### src/design/gpiob_pkg.sv
// constants for the eight-bit general purpose port
package gpiob_pkg;
  localparam int GPIOB_ADDR_W = 8;
  localparam int GPIOB_DATA_W = 8;
  localparam logic [7:0] GPIOB_OFS_DATA = 8'h01;
  localparam logic [7:0] GPIOB_OFS_DIR = 8'h05;
  localparam logic [7:0] GPIOB_OFS_PUE = 8'h0c;
  localparam logic [7:0] GPIOB_DIR_RST = 8'h00;
  localparam logic [7:0] GPIOB_PUE_RST = 8'h00;
  localparam logic [7:0] GPIOB_RD_NONE = 8'h00;
endpackage

### src/design/gpiob_port.sv
// eight-bit general purpose port with data, direction and pull-up registers
`timescale 1ns/1ps
module gpiob_port
  import gpiob_pkg::*;
(
  input wire logic ref_clk, // 100 MHz clock
  input wire logic rst, // synchronous reset, active high
  input wire logic [GPIOB_ADDR_W-1:0] addr, // register address
  input wire logic [GPIOB_DATA_W-1:0] wdata, // write data
  input wire logic wr, // write strobe
  input wire logic rd, // read strobe
  output logic [GPIOB_DATA_W-1:0] rdata, // read data, cycle after rd
  input wire logic [7:0] pin_in, // pin levels from the pads
  output logic [7:0] pin_out, // pin output values
  output logic [7:0] pin_oe, // pin output enables
  output logic [7:0] pin_pullup // pull-up enables to the pads
);

  // registers seen by software
  logic [GPIOB_DATA_W-1:0] pin_data_latch;
  logic [GPIOB_DATA_W-1:0] pin_direction_control;
  logic [GPIOB_DATA_W-1:0] pin_pullup_enable;

  // registered pad control and read data
  logic [GPIOB_DATA_W-1:0] pull_on;
  logic [GPIOB_DATA_W-1:0] read_word;

  // two-stage synchroniser for the asynchronous pad levels
  logic [GPIOB_DATA_W-1:0] pin_meta;
  logic [GPIOB_DATA_W-1:0] pin_sync;

  // next values of the software registers
  logic [GPIOB_DATA_W-1:0] next_pin_data_latch;
  logic [GPIOB_DATA_W-1:0] next_pin_direction_control;
  logic [GPIOB_DATA_W-1:0] next_pin_pullup_enable;

  // next values of the pad side and the read path
  logic [GPIOB_DATA_W-1:0] next_pull_on;
  logic [GPIOB_DATA_W-1:0] next_read_word;
  logic [GPIOB_DATA_W-1:0] next_pin_meta;
  logic [GPIOB_DATA_W-1:0] next_pin_sync;

  // decoded selects and strobes
  logic hit_data;
  logic hit_dir;
  logic hit_pue;
  logic wr_data;
  logic wr_dir;
  logic wr_pue;
  logic rd_data;
  logic rd_dir;
  logic rd_pue;

  // register select decode, shared by the write and read paths
  function automatic logic gpiob_hit(
    input logic [GPIOB_ADDR_W-1:0] a,
    input logic [GPIOB_ADDR_W-1:0] ofs
  );
    if (a == ofs) begin
      return 1'b1;
    end
    return 1'b0;
  endfunction

  // a written register takes the bus data, otherwise keeps its value
  function automatic logic [GPIOB_DATA_W-1:0] gpiob_update(
    input logic [GPIOB_DATA_W-1:0] cur,
    input logic we,
    input logic [GPIOB_DATA_W-1:0] wd
  );
    if (we) begin
      return wd;
    end
    return cur;
  endfunction

  // driven pins report the latch, undriven pins the pad level
  function automatic logic [GPIOB_DATA_W-1:0] gpiob_mix(
    input logic [GPIOB_DATA_W-1:0] dir,
    input logic [GPIOB_DATA_W-1:0] drv,
    input logic [GPIOB_DATA_W-1:0] pad
  );
    logic [GPIOB_DATA_W-1:0] res;
    for (int i = 0; i < GPIOB_DATA_W; i++) begin
      if (dir[i]) begin
        res[i] = drv[i];
      end else begin
        res[i] = pad[i];
      end
    end
    return res;
  endfunction

  // pull-up only where enabled and the pin is not driven
  function automatic logic [GPIOB_DATA_W-1:0] gpiob_pull(
    input logic [GPIOB_DATA_W-1:0] pue,
    input logic [GPIOB_DATA_W-1:0] dir
  );
    logic [GPIOB_DATA_W-1:0] res;
    for (int i = 0; i < GPIOB_DATA_W; i++) begin
      if (dir[i]) begin
        res[i] = 1'b0;
      end else begin
        res[i] = pue[i];
      end
    end
    return res;
  endfunction

  always_comb begin
    hit_data = gpiob_hit(addr, GPIOB_OFS_DATA);
    hit_dir = gpiob_hit(addr, GPIOB_OFS_DIR);
    hit_pue = gpiob_hit(addr, GPIOB_OFS_PUE);
  end

  // data writes are taken during reset too; the other strobes are not
  always_comb begin
    wr_data = wr && hit_data;
    wr_dir = wr && hit_dir && !rst;
    wr_pue = wr && hit_pue && !rst;
    rd_data = rd && hit_data && !rst;
    rd_dir = rd && hit_dir && !rst;
    rd_pue = rd && hit_pue && !rst;
  end

  // no reset term: the latch keeps its contents through reset
  always_comb begin
    next_pin_data_latch = gpiob_update(pin_data_latch, wr_data,
      wdata);
  end

  always_ff @(posedge ref_clk) begin
    pin_data_latch <= next_pin_data_latch;
  end

  // first stage: may go metastable, read only by the second stage
  always_comb begin
    next_pin_meta = pin_in;
  end

  always_ff @(posedge ref_clk) begin
    pin_meta <= next_pin_meta;
  end

  // second stage: the only pad level the read path may use
  always_comb begin
    next_pin_sync = pin_meta;
  end

  always_ff @(posedge ref_clk) begin
    pin_sync <= next_pin_sync;
  end

  // direction: 1 drives the pin, 0 leaves it an input
  always_comb begin
    if (rst) begin
      next_pin_direction_control = GPIOB_DIR_RST;
    end else begin
      next_pin_direction_control = gpiob_update(pin_direction_control,
        wr_dir, wdata);
    end
  end

  always_ff @(posedge ref_clk) begin
    pin_direction_control <= next_pin_direction_control;
  end

  // pull-up enables, one per pin
  always_comb begin
    if (rst) begin
      next_pin_pullup_enable = GPIOB_PUE_RST;
    end else begin
      next_pin_pullup_enable = gpiob_update(pin_pullup_enable, wr_pue,
        wdata);
    end
  end

  always_ff @(posedge ref_clk) begin
    pin_pullup_enable <= next_pin_pullup_enable;
  end

  // registered from the values that stand next cycle, so it never lags
  always_comb begin
    if (rst) begin
      next_pull_on = GPIOB_PUE_RST;
    end else begin
      next_pull_on = gpiob_pull(next_pin_pullup_enable,
        next_pin_direction_control);
    end
  end

  always_ff @(posedge ref_clk) begin
    pull_on <= next_pull_on;
  end

  // read data stand one cycle after the strobe and are zero otherwise;
  // unmapped addresses read as zero as well
  always_comb begin
    next_read_word = GPIOB_RD_NONE;
    if (rd_data) begin
      next_read_word = gpiob_mix(pin_direction_control, pin_data_latch,
        pin_sync);
    end else if (rd_dir) begin
      next_read_word = pin_direction_control;
    end else if (rd_pue) begin
      next_read_word = pin_pullup_enable;
    end
  end

  always_ff @(posedge ref_clk) begin
    read_word <= next_read_word;
  end

  // pad side; the latch is unknown until first written, which is harmless
  // while every pin is still an input
  assign pin_out = pin_data_latch;
  assign pin_oe = pin_direction_control;
  assign pin_pullup = pull_on;
  assign rdata = read_word;
endmodule

### config.mk
export PLATFORM = sky130hd
export DESIGN_NAME = gpiob_port
export DESIGN_NICKNAME = d
export VERILOG_FILES = /design/src/design/gpiob_pkg.sv /design/src/design/gpiob_port.sv
export SDC_FILE = /design/constraint.sdc
export NUM_CORES = 1
export LEC_CHECK = 0
export ABC_AREA = 1
export BUFFER_PORTS_ARGS = -buffer_cell sky130_fd_sc_hd__buf_2
export CAP_MARGIN = 20
export CORE_MARGIN = 4
export CORE_UTILIZATION = 45
export CTS_CLUSTER_DIAMETER = 100
export DETAILED_ROUTE_END_ITERATION = 8
export PLACE_DENSITY = 0.71
export SETUP_SLACK_MARGIN = 0.3
export SYNTH_ARGS = -nofsm -noshare
export SYNTH_HDL_FRONTEND = slang
export SYNTH_SLANG_ARGS = --single-unit
### constraint.sdc
create_clock -name ref_clk -period 1.5 [get_ports ref_clk]
set_input_delay 0.15 -clock ref_clk [delete_from_list [all_inputs] [get_ports ref_clk]]
set_output_delay 0.15 -clock ref_clk [all_outputs]
set_load 0.01 [all_outputs]
==> out/metrics.cfg, run 1 <==
[outcome]
status=finished clean

[place]
finalWeightedCongestion=0.792
dp_hpwl_mm=3.18
dp_cells=371
placed_area_um2=2490
port_buffers=59
place_ws_ns=0.269

[clocking]
clk_path_buf_depth=2
cts_root_buffer=clkbuf_8
cts_tree=built
clk_pin_slew_ns=0.10
clkLatencyLatePin_ns=0.31
cts.sinks=56
numCtsBuffers=5
cts.htree.levels=2

[yosys]
netlist_area_um2=2090
synth-warning-count=0
yosys.area.top_type=dfxtp_1
synth_seq_cells=56
yosysSeqAreaShare=0.573
syn_area_per_cell_um2=8.18
synth_top_area_share=0.459
syn_nets=284
synth_area_leaders=dfxtp_1 46%, nand2_1 13%, edfxtp_1 11%
syn-instance-count=256
ys_types=18

[die]
die_w_um=76.2
die_y_um=76.2
start_util=0.471
die-area_um2=5810
core.rowCount=24
coreArea_um2=4440
ios=60

[worst_hold_path]
whs_endpoint=pin_out[4]
holdCritStartpoint=wdata[4]
holdPathStages=1
hold_class=in2reg

[grt]
grt_pass1_wl_mm=7.80
grt_overflow=0
grt_pass1_vias=1737
antenna_found_initial=0
grt_max_degree=17
gr-usage-all-layers=0.166

[critical_path]
reg2reg_depth=5
r2r_slack_ns=0.67
start_kind=flop
r2r-end=rdata[1]
r2r_start=pin_oe[1]
crit_buf_inv=1
crit_chain=buf_2
critPathRequiredTime_ns=1.35
cp_data_arrival_time_ns=0.87
slowest_stage=edfxtp_1
crit_fanout=2
end_kind=primary output
critPathKind=reg2out
cp_top_family=flip-flops
slowest_delay_ns=0.40

[timing]
worstMarginPinSlew_ns=0.310
finalSetupViolCount=0
slew_headroom=0.793
hold_viol=0
drv_slew=0
finalCriticalPeriod_ns=1.02
setup_ws_ns=0.481
rsz0062_at_grt=false
fin_tns_setup_ns=0
post-route-period-util=0.679
fmax_ghz=0.981
finClkSkew_ns=0.00750

[finish]
drive_above_1_share=0.275
design_area_um2=2680
final_cells=387
n_antenna_cell=0
nNetsFinal=362
final_core_util=0.604
areaGrowthSynthToFinish_pct=28.1
fillers=407

[flow_run]
cap_violations=0

[route]
antenna_left=0
drc=0
wl_per_cell_um=11.6
drtIter0Drc=135
vias=1773
dr.pass1.iters=4
vias_per_cell=4.58
wl_mm=4.48

[power_and_ir_drop]
ir_drop_v=0.000774
leakage_uw=0.00144
power_density_nw_per_um2=977

==> flip-flops by register name, summed over array words and instances, names as in the netlist <==
| name | count |
|---|---|
| next_pin_sync | 8 |
| pin_oe | 8 |
| pin_out | 8 |
| pin_pullup | 8 |
| pin_pullup_enable | 8 |
| pin_sync | 8 |
| rdata | 8 |
==> layout make-up <==
type / count / area (um^2) / area share
Inverter: 43 / 161 / 0.0602
Clock buffer: 6 / 72.6 / 0.0271
Sequential cell: 56 / 1200 / 0.448
Multi-Input combinational cell: 152 / 704 / 0.263
Clock inverter: 2 / 35.0 / 0.0131
Timing Repair Buffer: 76 / 443 / 0.165
Tap cell: 52 / 65.1 / 0.0243
==> cells by family after synthesis <==
family	after synthesis	share of synthesized area
and+or+nand+nor	144	0.300
DFF	56	0.573
buffers and inverters	48	0.0926
AOI/OAI and AO/OA	8	0.0335
==> metal layers <==
| metal | track usage | vias to the layer above | share of wire |
|---|---|---|---|
| met4 | 0.0634 | 0 | 0.015 |
| met1 | 0.214 | 777 | 0.47 |
| met2 | 0.270 | 51 | 0.46 |
| met5 | 0 | - | 0 |
| met3 | 0.0378 | 6 | 0.055 |
| li1 | - | 939 | - |
==> placed cells by master, fill, tap and decap left out <==
master | synthesis | routed
dfxtp_1 | 48 | 48
nand4_1 | 8 | 8
clkbuf_8 | 0 | 5
nor3_2 | 0 | 1
buf_2 | 2 | 59
edfxtp_1 | 8 | 8
clkinv_2 | 0 | 1
nand2_4 | 1 | 1
o21ai_2 | 8 | 8
nor2_2 | 2 | 2
nor2_4 | 3 | 3
clkbuf_1 | 1 | 1
bufinv_16 | 0 | 1
nand2_1 | 73 | 73
nor2_1 | 31 | 31
nand2_2 | 1 | 1
buf_4 | 1 | 9
dlygate4sd3_1 | 0 | 8
inv_1 | 42 | 42
nand3_1 | 24 | 24
inv_2 | 1 | 1
==> how the worst max path moves through the flow <==
stage,from,end,depth (start not counted)
2_1_floorplan,addr[7],pin_out[0],3
3_3_place_gp,addr[4],pin_pullup[7],11
3_5_place_dp,addr[4],pin_pullup[2],11
4_1_cts,pin_out[1],pin_out[1],1
5_1_grt,addr[5],pin_pullup[5],11
6_report,pin_out[3],pin_out[3],1
==> cells in the mapped netlist, drive strengths merged <==
| cell type | number |
|---|---|
| nand2 | 75 |
| dfxtp | 48 |
| inv | 43 |
| nor2 | 36 |
| nand3 | 24 |
| edfxtp | 8 |
| nand4 | 8 |
| o21ai | 8 |
| buf | 4 |
| clkbuf | 1 |
| nor3 | 1 |
==> power by group <==
part | internal, uW | switching [uW] | total (uW)
logic | 56.7 | 64.7 | 121
registers | 1540 | 5.88 | 1550
clock network | 496 | 455 | 951
total | 2100 | 526 | 2620
==> stage by stage <==
step / power, uW / hold WS [ns]
after floorplan: 1630 / 0.178
after global placement: 1690 / 0.252
after detailed placement: 1690 / 0.254
after CTS: 2660 / 0.0481
after global routing: 2730 / 0.0467
final: 2620 / 0.0583
==> repair_timing <==
item,in CTS,in global routing
gates resized for setup,0,0
hold buffers,8,0
hold endpoints to repair,8,0
setup buffers,0,0
Power figures use the tool's default switching activity.
==> inputs of run 2 (changes only) <==
==> constraint.sdc (replaced) <==
create_clock -name ref_clk -period 1.04 [get_ports ref_clk]
set_input_delay 0.104 -clock ref_clk [delete_from_list [all_inputs] [get_ports ref_clk]]
set_output_delay 0.104 -clock ref_clk [all_outputs]
set_load 0.01 [all_outputs]
==> run 2 against run 1 <==
Compared with the run above: cell count is 6.2% higher; sequential cell count stayed put; non-clock buffer count is 23 higher; largest power group unchanged.
==> out/metrics.cfg, run 2 (synthesis results as in run 1) <==
[route]
dr.pass1.iters=4
drtIter0Drc=122
vias=1990
wl_mm=5.51
antenna_left=0
vias_per_cell=4.84
wl_per_cell_um=13.4
drc=0

[timing]
rsz0062_at_grt=true
finalSetupViolCount=0
slew_headroom=0.842
setup_ws_ns=0.0323
finClkSkew_ns=0.00682
fmax_ghz=0.992
drv_slew=0
post-route-period-util=0.969
finalCriticalPeriod_ns=1.01
hold_viol=0
worstMarginPinSlew_ns=0.237

[die]
start_util=0.471
ios=60
die_y_um=76.2
core.rowCount=24
coreArea_um2=4440
die-area_um2=5810
die_w_um=76.2

[critical_path]
cp.depth=1
critPathKind=reg2out
crit_start=pin_out[6]
crit_chain=buf_2
crit_fanout=2
r2r-end=rdata[6]
cp-endpoint=pin_out[6]
slowest_delay_ns=0.42
reg2reg_depth=5
crit_buf_inv=1
start_kind=flop
r2r_start=pin_out[6]
critPathRequiredTime_ns=0.94
slowest_stage=edfxtp_1
end_kind=primary output
r2r_slack_ns=0.15
cp_data_arrival_time_ns=0.90
cp_top_family=flip-flops

[place]
dp_cells=378
finalWeightedCongestion=0.801
port_buffers=59
placed_area_um2=2620
place_ws_ns=-0.164
dp_hpwl_mm=3.45

[clocking]
clk_path_buf_depth=2
numCtsBuffers=5
clk_pin_slew_ns=0.10
cts.sinks=56
cts_root_buffer=clkbuf_8
clkLatencyLatePin_ns=0.31
cts_tree=built
cts.htree.levels=2

[worst_hold_path]
hold_class=in2reg

[finish]
nNetsFinal=386
final_core_util=0.750
design_area_um2=3330
fillers=303
drive_above_1_share=0.468
mostFrequentLayoutCells=53 x nand2_1, 39 x buf_2, 34 x buf_6, 34 x dfxtp_1, 31 x inv_1
layout_commonest_cell=nand2_1
n_antenna_cell=0
areaGrowthSynthToFinish_pct=59.2
final_cells=411

[grt]
grt_pass1_wl_mm=8.76
grt_pass1_vias=1901
grt_overflow=0
gr-usage-all-layers=0.185
antenna_found_initial=0
grt_max_degree=18

[power_and_ir_drop]
power_density_nw_per_um2=1180
leakage_uw=0.00166
ir_drop_v=0.00105

[flow_run]
cap_violations=0

[outcome]
status=finished clean

[run 2: final cells by class]
cell class | instances | area [um^2] | area share
Clock buffer | 6 | 72.6 | 0.0218
Clock inverter | 2 | 38.8 | 0.0116
Tap cell | 52 | 65.1 | 0.0195
Inverter | 43 | 189 | 0.0567
Timing Repair Buffer | 99 | 826 | 0.248
Sequential cell | 56 | 1230 | 0.368
Multi-Input combinational cell | 153 | 917 | 0.275
[run 2: how the worst min path moves through the flow]
stage / start / to / slack, ns / cells after the start
CTS: wdata[2] / pin_out[2] / 0.003 / 1
detailed placement: pin_in[7] / next_pin_sync[7] / 0.21 / 1
global route: wdata[4] / pin_out[4] / 0.006 / 1
finish: wdata[4] / pin_out[4] / 0.009 / 1
global placement: pin_in[3] / next_pin_sync[3] / 0.21 / 1
floorplan: pin_in[0] / next_pin_sync[0] / 0.13 / 0
[run 2: worst register-to-register path, stage by stage (launching register included)]
cell      delay, ns
edfxtp_1       0.42
buf_4          0.16
nand2_2        0.05
nand4_1        0.07
nand2_1        0.08
inv_1          0.03
[run 2: through the flow]
stage	hold slack, ns	power (uW)	TNS, ns
2_1_floorplan	0.132	2370	0
5_1_grt	0.00609	4080	0
3_5_place_dp	0.208	2470	-4.20
4_1_cts	0.00326	3920	0
6_report	0.00860	3940	0
3_3_place_gp	0.206	2470	-3.53
[run 2: report_power, final]
group | total [uW] | switching (uW) | internal, uW
combinational | 277 | 137 | 139
sequential | 2230 | 11.0 | 2220
clock | 1440 | 710 | 729
total | 3940 | 858 | 3090
[run 2: what timing repair did]
item / CTS / global route
hold buffers: 8 / 2
endpoints found under the hold margin: 8 / 2
pin swaps: 30 / 24
gates cloned: 1 / 0
setup endpoints to repair: 65 / 62
resized for setup: 52 / 56
buffers inserted: 10 / 4
[run 2: routing by layer]
layer | GRT usage | up-vias | part of all wire
met5 | 0 | - | 0
met4 | 0.0652 | 0 | 0.017
met3 | 0.0473 | 10 | 0.067
met2 | 0.297 | 65 | 0.49
met1 | 0.241 | 914 | 0.43
li1 | - | 1001 | -
